<file path="src/rtl/cache_err_params.svh">
// Register offsets, field positions, reset values and timing counts
`ifndef CACHE_ERR_PARAMS_SVH
`define CACHE_ERR_PARAMS_SVH
`define OFS_MEM_FAULT_STATUS 8'h00
`define OFS_FAULT_VA 8'h01
`define OFS_FORMATTED_VA 8'h02
`define OFS_MEM_UNIT_CONTROL 8'h03
`define OFS_DCACHE_MODE 8'h04
`define OFS_MISS_FILE_MODE 8'h05
`define OFS_CYCLE_COUNTER 8'h06
`define OFS_CYCLE_COUNTER_CTL 8'h07
`define OFS_L2_CONTROL 8'h08
`define OFS_L2_ERR_STATUS 8'h09
`define OFS_L2_ERR_ADDR 8'h0a
`define OFS_EXT_CONTROL 8'h0b
`define OFS_EXT_CONFIG 8'h0c
`define OFS_EXT_IFACE_STATUS 8'h0d
`define OFS_ICACHE_PARITY 8'h0e
`define OFS_DCACHE_PARITY 8'h0f
`define OFS_EXCEPTION_ADDR 8'h10
`define OFS_XLATE_TAG_VALID 8'h11
`define MISS_FILE_TIMEOUT_BIT 5
`define L2_CTL_CLEAR_MASK 64'h0000_0000_0000_0fff
`define L2_CTL_POWERUP_SET 64'h0000_0000_0000_1000
`define EXT_CTL_CLEAR_MASK 64'h0000_0000_0ff9_6083
`define EXT_CTL_CHIP_SET 64'h0000_0000_0000_8070
`define EXT_CONFIG_POWERUP 64'h0000_0000_0001_7441
`define PROGRESS_TIMEOUT_CYCLES 32'd1000000
`endif

</file>
<file path="src/rtl/cache_err_pkg.sv">
// Types for the cache error capture and reset block
package cache_err_pkg;
    typedef struct packed {
        logic [7:0] addr;
        logic [63:0] wdata;
        logic wr;
        logic rd;
    } reg_req_t;

    typedef struct packed {
        logic tag0;
        logic tag1;
        logic data0;
        logic data1;
        logic [39:0] va;
        logic store;
    } dcache_err_t;

    typedef struct packed {
        logic tag_err;
        logic data_err;
        logic [7:0] data_par;
        logic [2:0] tag_par;
        logic [3:0] cmd;
        logic [39:0] pa;
    } l2_err_t;
endpackage : cache_err_pkg

</file>
<file path="src/rtl/cache_error_capture_and_reset.sv">
// Cache parity error capture, register reset behaviour and progress timeout
// Operation
// - Translation tag valid bits clear on chip reset, survive timeout reset
// - Fault status, address, formatted address lock until address register read
// - Memory-unit control and dcache mode clear on chip reset only
// - Miss file mode clears fully on chip reset, bit 5 on timeout
// - Chip reset disables cycle counter; count and control otherwise undefined
// - L2 control bits 11:0 clear on reset, bit 12 set at power-up
// - L2 error status locks until one software read
// - External interface status locks until two software reads
// - External control clears listed bits; sets 6:4, 15 on chip reset only
// - External config loads 0000000000017441 hex at power-up
// - External cache size, speeds, write-enable take defaults on power-up reset only
// - Progress timer expiry triggers internal timeout reset
// - Timeout reset keeps state and dispatches machine check immediately
// - Icache parity error sets flag, machine check, captures exception address
// - Icache parity error does not flush the icache
// - L2 data parity sets 8-bit field; repeat errors set secondary flag
// - L2 error address holds 32-byte block, bit 4 first octaword
// - L2 tag parity records address 39:4 and command type
// - Dcache data parity sets bank flag, lock, check, quadword address
// - Same-cycle dcache errors set several bits, no secondary flag
// - Dcache tag parity sets flag, hexword address, store sets write flag
`timescale 1ns/100ps
`include "cache_err_params.svh"

module cache_error_capture_and_reset #(
    parameter int TIMEOUT_CYCLES = `PROGRESS_TIMEOUT_CYCLES,
    parameter int XLATE_ENTRIES = 64
) (
    input wire logic clock,
    input wire logic rst,
    input wire logic power_up,
    input wire cache_err_pkg::reg_req_t req,
    output logic [63:0] rdata,
    input wire logic instr_retired,
    input wire logic icache_tag_err,
    input wire logic icache_data_err,
    input wire logic [39:0] icache_err_pc,
    input wire cache_err_pkg::dcache_err_t dc_err,
    input wire cache_err_pkg::l2_err_t l2_err,
    input wire logic ext_err,
    input wire logic [15:0] ext_err_info,
    input wire logic xlate_fill,
    input wire logic [5:0] xlate_fill_idx,
    output logic machine_check,
    output logic timeout_reset,
    output logic [XLATE_ENTRIES-1:0] xlate_valid,
    output logic cycle_count_enable
);

    typedef struct packed {
        logic [XLATE_ENTRIES-1:0] xlate_valid;
        logic [63:0] fault_status;
        logic [63:0] fault_va;
        logic [63:0] formatted_va;
        logic mm_locked;
        logic [63:0] mem_unit_control;
        logic [63:0] dcache_mode;
        logic [63:0] miss_file_mode;
        logic [31:0] cycle_counter;
        logic [63:0] cycle_counter_control;
        logic [63:0] l2_control;
        logic [63:0] l2_status;
        logic [63:0] l2_addr;
        logic l2_locked;
        logic [63:0] ext_control;
        logic [63:0] ext_config;
        logic [63:0] ext_status;
        logic [1:0] ext_lock_reads;
        logic [1:0] icache_status;
        logic [63:0] exception_address;
        logic [4:0] dcache_status;
        logic [31:0] progress;
        logic mcheck;
        logic timeout;
        logic [63:0] rdata;
    } state_t;

    state_t s;
    state_t next_s;
    logic tmo;

    always_comb
    begin
        logic dc_any;
        logic l2_any;
        dc_any = 1'b0;
        l2_any = 1'b0;
        next_s = s;
        next_s.mcheck = 1'b0;
        next_s.timeout = 1'b0;
        next_s.rdata = 64'h0;
        tmo = s.timeout;

        if (xlate_fill)
        begin
            next_s.xlate_valid[xlate_fill_idx] = 1'b1;
        end
        if (s.cycle_counter_control[0])
        begin
            next_s.cycle_counter = s.cycle_counter + 32'h1;
        end

        ////////////////////////////////////////////////////////////////
        // Register reads, with unlock side effects
        if (req.rd)
        begin
            if (req.addr == `OFS_MEM_FAULT_STATUS)
                next_s.rdata = s.fault_status;
            else if (req.addr == `OFS_FAULT_VA)
            begin
                next_s.rdata = s.fault_va;
                next_s.mm_locked = 1'b0;
                next_s.dcache_status[4] = 1'b0;
            end
            else if (req.addr == `OFS_FORMATTED_VA)
                next_s.rdata = s.formatted_va;
            else if (req.addr == `OFS_MEM_UNIT_CONTROL)
                next_s.rdata = s.mem_unit_control;
            else if (req.addr == `OFS_DCACHE_MODE)
                next_s.rdata = s.dcache_mode;
            else if (req.addr == `OFS_MISS_FILE_MODE)
                next_s.rdata = s.miss_file_mode;
            else if (req.addr == `OFS_CYCLE_COUNTER)
                next_s.rdata = {32'h0, s.cycle_counter};
            else if (req.addr == `OFS_CYCLE_COUNTER_CTL)
                next_s.rdata = s.cycle_counter_control;
            else if (req.addr == `OFS_L2_CONTROL)
                next_s.rdata = s.l2_control;
            else if (req.addr == `OFS_L2_ERR_STATUS)
            begin
                next_s.rdata = s.l2_status;
                next_s.l2_locked = 1'b0;
            end
            else if (req.addr == `OFS_L2_ERR_ADDR)
                next_s.rdata = s.l2_addr;
            else if (req.addr == `OFS_EXT_CONTROL)
                next_s.rdata = s.ext_control;
            else if (req.addr == `OFS_EXT_CONFIG)
                next_s.rdata = s.ext_config;
            else if (req.addr == `OFS_EXT_IFACE_STATUS)
            begin
                next_s.rdata = s.ext_status;
                if (s.ext_lock_reads != 2'h0)
                    next_s.ext_lock_reads = s.ext_lock_reads - 2'h1;
            end
            else if (req.addr == `OFS_ICACHE_PARITY)
                next_s.rdata = {62'h0, s.icache_status};
            else if (req.addr == `OFS_DCACHE_PARITY)
                next_s.rdata = {59'h0, s.dcache_status};
            else if (req.addr == `OFS_EXCEPTION_ADDR)
                next_s.rdata = s.exception_address;
            else if (req.addr == `OFS_XLATE_TAG_VALID)
                next_s.rdata = 64'(s.xlate_valid);
            else
                next_s.rdata = 64'h0;
        end

        ////////////////////////////////////////////////////////////////
        // Register writes
        if (req.wr)
        begin
            if (req.addr == `OFS_MEM_UNIT_CONTROL)
                next_s.mem_unit_control = req.wdata;
            else if (req.addr == `OFS_DCACHE_MODE)
                next_s.dcache_mode = req.wdata;
            else if (req.addr == `OFS_MISS_FILE_MODE)
                next_s.miss_file_mode = req.wdata;
            else if (req.addr == `OFS_CYCLE_COUNTER)
                next_s.cycle_counter = req.wdata[31:0];
            else if (req.addr == `OFS_CYCLE_COUNTER_CTL)
                next_s.cycle_counter_control = req.wdata;
            else if (req.addr == `OFS_L2_CONTROL)
                next_s.l2_control = req.wdata;
            else if (req.addr == `OFS_EXT_CONTROL)
                next_s.ext_control = req.wdata;
            else if (req.addr == `OFS_EXT_CONFIG)
                // software sets size and speeds before enabling
                next_s.ext_config = req.wdata;
            else if (req.addr == `OFS_ICACHE_PARITY)
                next_s.icache_status = s.icache_status & ~req.wdata[1:0];
            else if (req.addr == `OFS_DCACHE_PARITY)
                next_s.dcache_status[3:0] = s.dcache_status[3:0] & ~req.wdata[3:0];
            else if (req.addr == `OFS_XLATE_TAG_VALID)
                next_s.xlate_valid = '0;
        end

        ////////////////////////////////////////////////////////////////
        // Error capture; sets win over software clears above
        // flag, trap before execution, faulting PC
        // no flush is ever requested here
        if (icache_tag_err || icache_data_err)
        begin
            next_s.icache_status = next_s.icache_status | {icache_data_err, icache_tag_err};
            next_s.exception_address = {24'h0, icache_err_pc};
            next_s.mcheck = 1'b1;
        end

        dc_any = dc_err.tag0 | dc_err.tag1 | dc_err.data0 | dc_err.data1;
        // Lock state after this cycle's read, so an error at the unlocking read is kept
        if (dc_any)
        begin
            next_s.mcheck = 1'b1;
            if (next_s.mm_locked)
                next_s.fault_status[1] = 1'b1;
            else
            begin
                // several bits in one cycle, no secondary flag
                next_s.dcache_status[3:0] = {dc_err.tag1, dc_err.tag0, dc_err.data1, dc_err.data0};
                next_s.dcache_status[4] = 1'b1;
                next_s.mm_locked = 1'b1;
                // hexword address for tags, quadword for data
                if (dc_err.tag0 | dc_err.tag1)
                    next_s.fault_va = {24'h0, dc_err.va[39:5], 5'h0};
                else
                    next_s.fault_va = {24'h0, dc_err.va[39:3], 3'h0};
                next_s.fault_status = {62'h0, 1'b0, dc_err.store};
                next_s.formatted_va = {27'h0, dc_err.va[39:3]};
            end
        end

        l2_any = l2_err.tag_err | l2_err.data_err;
        if (l2_any)
        begin
            next_s.mcheck = 1'b1;
            if (next_s.l2_locked)
                next_s.l2_status[15] = 1'b1;
            else
            begin
                next_s.l2_locked = 1'b1;
                // data parity field / command type
                next_s.l2_status = {48'h0, 1'b0, l2_err.cmd, l2_err.tag_par, l2_err.data_par};
                next_s.l2_addr = {24'h0, l2_err.pa[39:4], 4'h0};
            end
        end

        if (ext_err)
        begin
            next_s.mcheck = 1'b1;
            if (next_s.ext_lock_reads != 2'h0)
                next_s.ext_status[63] = 1'b1;
            else
            begin
                next_s.ext_status = {48'h0, ext_err_info};
                next_s.ext_lock_reads = 2'h2;
            end
        end

        ////////////////////////////////////////////////////////////////
        // progress timer
        if (instr_retired || s.timeout)
            next_s.progress = 32'h0;
        else if (s.progress >= 32'(TIMEOUT_CYCLES - 1))
        begin
            next_s.progress = 32'h0;
            next_s.timeout = 1'b1;
        end
        else
            next_s.progress = s.progress + 32'h1;

        // timeout: only listed exceptions change, trap now
        if (s.timeout)
        begin
            next_s.miss_file_mode[`MISS_FILE_TIMEOUT_BIT] = 1'b0;
            // low bits clear on any reset
            next_s.l2_control = next_s.l2_control & ~`L2_CTL_CLEAR_MASK;
            next_s.ext_control = next_s.ext_control & ~`EXT_CTL_CLEAR_MASK;
            next_s.mcheck = 1'b1;
        end
    end

    always_ff @(posedge clock)
    begin
        if (rst)
        begin
            s <= next_s;
            s.xlate_valid <= '0;
            s.mem_unit_control <= 64'h0;
            s.dcache_mode <= 64'h0;
            s.miss_file_mode <= 64'h0;
            s.cycle_counter_control[0] <= 1'b0;
            // clear low field, power-up sets bit 12
            s.l2_control <= (s.l2_control & ~`L2_CTL_CLEAR_MASK) | (power_up ? `L2_CTL_POWERUP_SET : 64'h0);
            s.ext_control <= (s.ext_control & ~`EXT_CTL_CLEAR_MASK) | `EXT_CTL_CHIP_SET;
            if (power_up)
                s.ext_config <= `EXT_CONFIG_POWERUP;
            s.mm_locked <= 1'b0;
            s.l2_locked <= 1'b0;
            s.ext_lock_reads <= 2'h0;
            s.icache_status <= 2'h0;
            s.dcache_status <= 5'h0;
            s.progress <= 32'h0;
            s.mcheck <= 1'b0;
            s.timeout <= 1'b0;
            s.rdata <= 64'h0;
        end
        else
            s <= next_s;
    end

    assign rdata = s.rdata;
    assign machine_check = s.mcheck;
    assign timeout_reset = s.timeout;
    assign xlate_valid = s.xlate_valid;
    assign cycle_count_enable = s.cycle_counter_control[0];
endmodule : cache_error_capture_and_reset

</file>
<file path="config.mk">
export PLATFORM = sky130hd
export DESIGN_NAME = cache_error_capture_and_reset
export DESIGN_NICKNAME = d
export VERILOG_FILES = /design/src/rtl/cache_err_pkg.sv /design/src/rtl/cache_error_capture_and_reset.sv
export VERILOG_INCLUDE_DIRS = /design/src /design/src/rtl
export SDC_FILE = /design/constraint.sdc
export NUM_CORES = 2
export LEC_CHECK = 0
export ABC_AREA = 0
export BUFFER_PORTS_ARGS = -buffer_cell sky130_fd_sc_hd__buf_2
export CORE_MARGIN = 2
export CORE_UTILIZATION = 35
export CTS_BUF_LIST = sky130_fd_sc_hd__clkbuf_8
export DETAILED_ROUTE_END_ITERATION = 16
export GPL_TIMING_DRIVEN = 0
export HOLD_SLACK_MARGIN = 0.1
export PLACE_DENSITY_LB_ADDON = 0.3
export SLEW_MARGIN = 0
export SYNTH_ARGS = -nofsm -noshare
export SYNTH_HDL_FRONTEND = slang
export SYNTH_SLANG_ARGS = --single-unit
</file>
<file path="constraint.sdc">
create_clock -name clock -period 13.85 [get_ports clock]
set_input_delay 2.0775 -clock clock [delete_from_list [all_inputs] [get_ports clock]]
set_output_delay 2.0775 -clock clock [all_outputs]
set_load 0.1 [all_outputs]
</file>
==> flow_summary.toml <==
[outcome]
outcome = "finished with violations"
violations = "max-slew violations"

[worst_setup_path]
r2r-end = "rdata[5]"
slowest_delay_ns = 0.86
endpoint_kind = "flip-flop"
cp_max_fo = 26
worst_r2r_path_depth = 4
ff2ff_setup_slack_ns = 10.93
arrival_ns = 5.93
worstPathRequired_ns = 14.34
crit_type = "input port to flip-flop"
cp_common_cell = "clkbuf_1"
cp_cell_sequence = "buf_2 > buf_2 > and2_1 > clkbuf_1 > clkbuf_1 > nand3_1 > clkbuf_1 > nor2_4 > buf_12"
slowest_stage = "nor2_4"
critPathLaunchType = "input port"
reg2reg_from = "s[108]"

[power_and_ir_drop]
p_leak_nw = 15.2
p_per_area_nw_per_um2 = 128
ir_worst_vdd_mv = 0.0672

[yosys]
synth_edf_count = 322
synth.avg_cell_area_um2 = 9.55
synthArstFlopShare = 0
ys_types = 82
synth_area_um2 = 34600
seq_area_frac_synth = 0.558
netlist_instances = 3621
synth-main-ff-cell = "dfxtp_1"
ys_ff_latch = 803
ys.warnings.count = 0

[die]
chipWidth_um = 318
io_pins = 377
dieArea_um2 = 101000
std_cell_rows = 115
core_um2 = 98100
start_util = 0.352
die_h_um = 318

[routing]
num_vias = 32000
ant_nets = 0
drt_iter0_markers = 4344
drtPass1Iterations = 7
viasPerCell = 5.74
drt-total-wl_um = 155000
drc = 0
wl_per_cell_um = 27.9

[layout]
drive_above_1_share = 0.202
layout.cells.non_filler = 5565
multi_input_area_um2 = 13100
seq_area_um2 = 19300
final_cell_mix = "685 x nand2_1, 509 x a21oi_1, 481 x dfxtp_1"
finalInstanceArea_um2 = 41300
area.growth.synth_to_final_pct = 19.4
nNetsFinal = 4402
layout.cells.most_common = "nand2_1"
fillers = 9872

[timing]
fin_tns_setup_ns = 0
post-route-min-period_ns = 5.45
finalCritPeriodShare = 0.393
hold_viol = 0
skew_ns = 0.0362
rsz0062_at_grt = "false"
tightest_slew_ns = 1.54
setup_violations = 0
final-max-slew-violation-count = 3
relSlewSlack = -0.0266
hold-worst-slack_ns = 0.436
timing.fmax_mhz = 184

[placed_design]
hpwl_um = 114000
post_dp_cell_area_um2 = 38300
portBuffers = 362
place_inst = 5295
gp_congestion = 1.02

[clock_network]
post_cts_buffers = 0
clock_path_buffers = 3
cts_tree = "done"
worstSkewPairLatency_ns = 0.84
cts.sinks = 803
root_buffer = "clkbuf_8"
cts_buffers = 142
h-tree-depth = 4
holdBufCountCts = 0
path_clk_slew_ns = 0.05
cts_resized = 0

[global_route]
first_global_vias = 29600
grt_start_max_net_pins = 42
antenna_found_initial = 17
grt_overflow = 0
grt_pass1_wl_um = 216000
grt_use_total = 0.298

[hold_path]
holdPathStages = 1
worstHoldPathType = "flip-flop to flip-flop"
hold_start = "s[66]"
min_to = "s[66]"

[flow_run]
drv_cap = 0
-- per-layer routing --
layer | GRT usage | vias to the layer above | wire, um
li1 | - | 13900 | -
met1 | 0.386 | 15400 | 61100
met2 | 0.429 | 2189 | 64700
met3 | 0.118 | 480 | 21100
met4 | 0.148 | 26 | 8270
met5 | 0 | - | 225
-- Yosys cell counts (11+ instances only) --
| library cell | instances | area [um^2] |
|---|---|---|
| a21boi_0 | 11 | 82.6 |
| nor3_1 | 27 | 135 |
| a2bb2oi_1 | 11 | 96.3 |
| clkbuf_1 | 157 | 589 |
| mux2i_1 | 36 | 360 |
| xnor2_1 | 29 | 254 |
| xor2_1 | 19 | 166 |
| a221oi_1 | 27 | 236 |
| a22oi_1 | 51 | 383 |
| buf_2 | 63 | 315 |
| buf_6 | 16 | 180 |
| buf_4 | 144 | 1080 |
| a221o_1 | 15 | 150 |
| a31oi_1 | 29 | 181 |
| o211ai_1 | 45 | 338 |
| nand2_1 | 685 | 2570 |
| mux2_2 | 19 | 214 |
| edfxtp_1 | 322 | 9670 |
| nor2_1 | 250 | 938 |
| o22ai_1 | 34 | 213 |
| buf_1 | 18 | 67.6 |
| a21oi_1 | 509 | 2550 |
| o221ai_1 | 26 | 228 |
| a211oi_1 | 30 | 225 |
| and3_1 | 13 | 81.3 |
| nand2b_1 | 24 | 150 |
| nand4_1 | 19 | 119 |
| a21boi_1 | 11 | 82.6 |
| o21ai_1 | 12 | 60.1 |
| inv_1 | 18 | 67.6 |
| o21ai_0 | 192 | 961 |
| and2_1 | 73 | 457 |
| dfxtp_1 | 481 | 9630 |
| nand3_1 | 57 | 285 |
-- kinds of logic after synthesis --
group	Yosys count	synth area share
other	1	0.000108
buffers and inverters	418	0.0668
XOR/XNOR	48	0.0122
AND/OR/NAND/NOR	1213	0.154
adder cells (fa/ha/maj)	2	0.000723
flip-flops	803	0.558
multiplexers	65	0.0231
AO/OA/AOI/OAI	1071	0.186
-- how the worst max path moves through the flow --
stage	startpoint	slack, ns	end
floorplan	req[71]	6.73	s[505]
global placement	req[67]	2.16	s[537]
detailed placement	req[67]	7.84	flip-flop
CTS	req[67]	8.68	flip-flop
global route	req[67]	8.52	flip-flop
finish	req[67]	8.40	flip-flop
-- critical path, delay by kind of cell --
family / cells / cell delay, ns
AND/OR/NAND/NOR: 3 / 1.32
buffers and inverters: 6 / 2.50
-- report_power, final --
part	total, W	internal (W)	switching (W)
combinational	0.000409	0.000111	0.000298
clock	0.00232	0.00124	0.00107
sequential	0.00257	0.00252	0.0000496
total	0.00529	0.00387	0.00142
-- stage by stage --
| step | power, W | setup WS, ns | util |
|---|---|---|---|
| 2_1_floorplan | 0.00279 | 6.73 | - |
| 5_1_grt | 0.00543 | 8.52 | 0.421 |
| 6_report | 0.00529 | 8.40 | 0.421 |
| 3_3_place_gp | 0.00300 | 2.16 | 0.388 |
| 3_5_place_dp | 0.00301 | 7.84 | 0.391 |
| 4_1_cts | 0.00529 | 8.68 | 0.420 |
-- layout make-up --
| class | count | share of cell area |
|---|---|---|
| diodes | 10 | 0.000606 |
| plain buffers | 398 | 0.0541 |
| clock buffers | 161 | 0.0537 |
| clock inverters | 97 | 0.0173 |
| inverters | 20 | 0.00182 |
| multi-input cells | 2411 | 0.316 |
| flip-flops and latches | 803 | 0.467 |
| well taps | 1287 | 0.0390 |
| repair buffers | 378 | 0.0501 |
-- state kept, by name, summed over array words and instances, names as in the netlist, named ones only --
name and flops:
cycle_count_enable 1, machine_check 1, rdata 64, s 623, timeout_reset 1, xlate_valid 64
No activity file was read; power rests on OpenSTA's default activity.
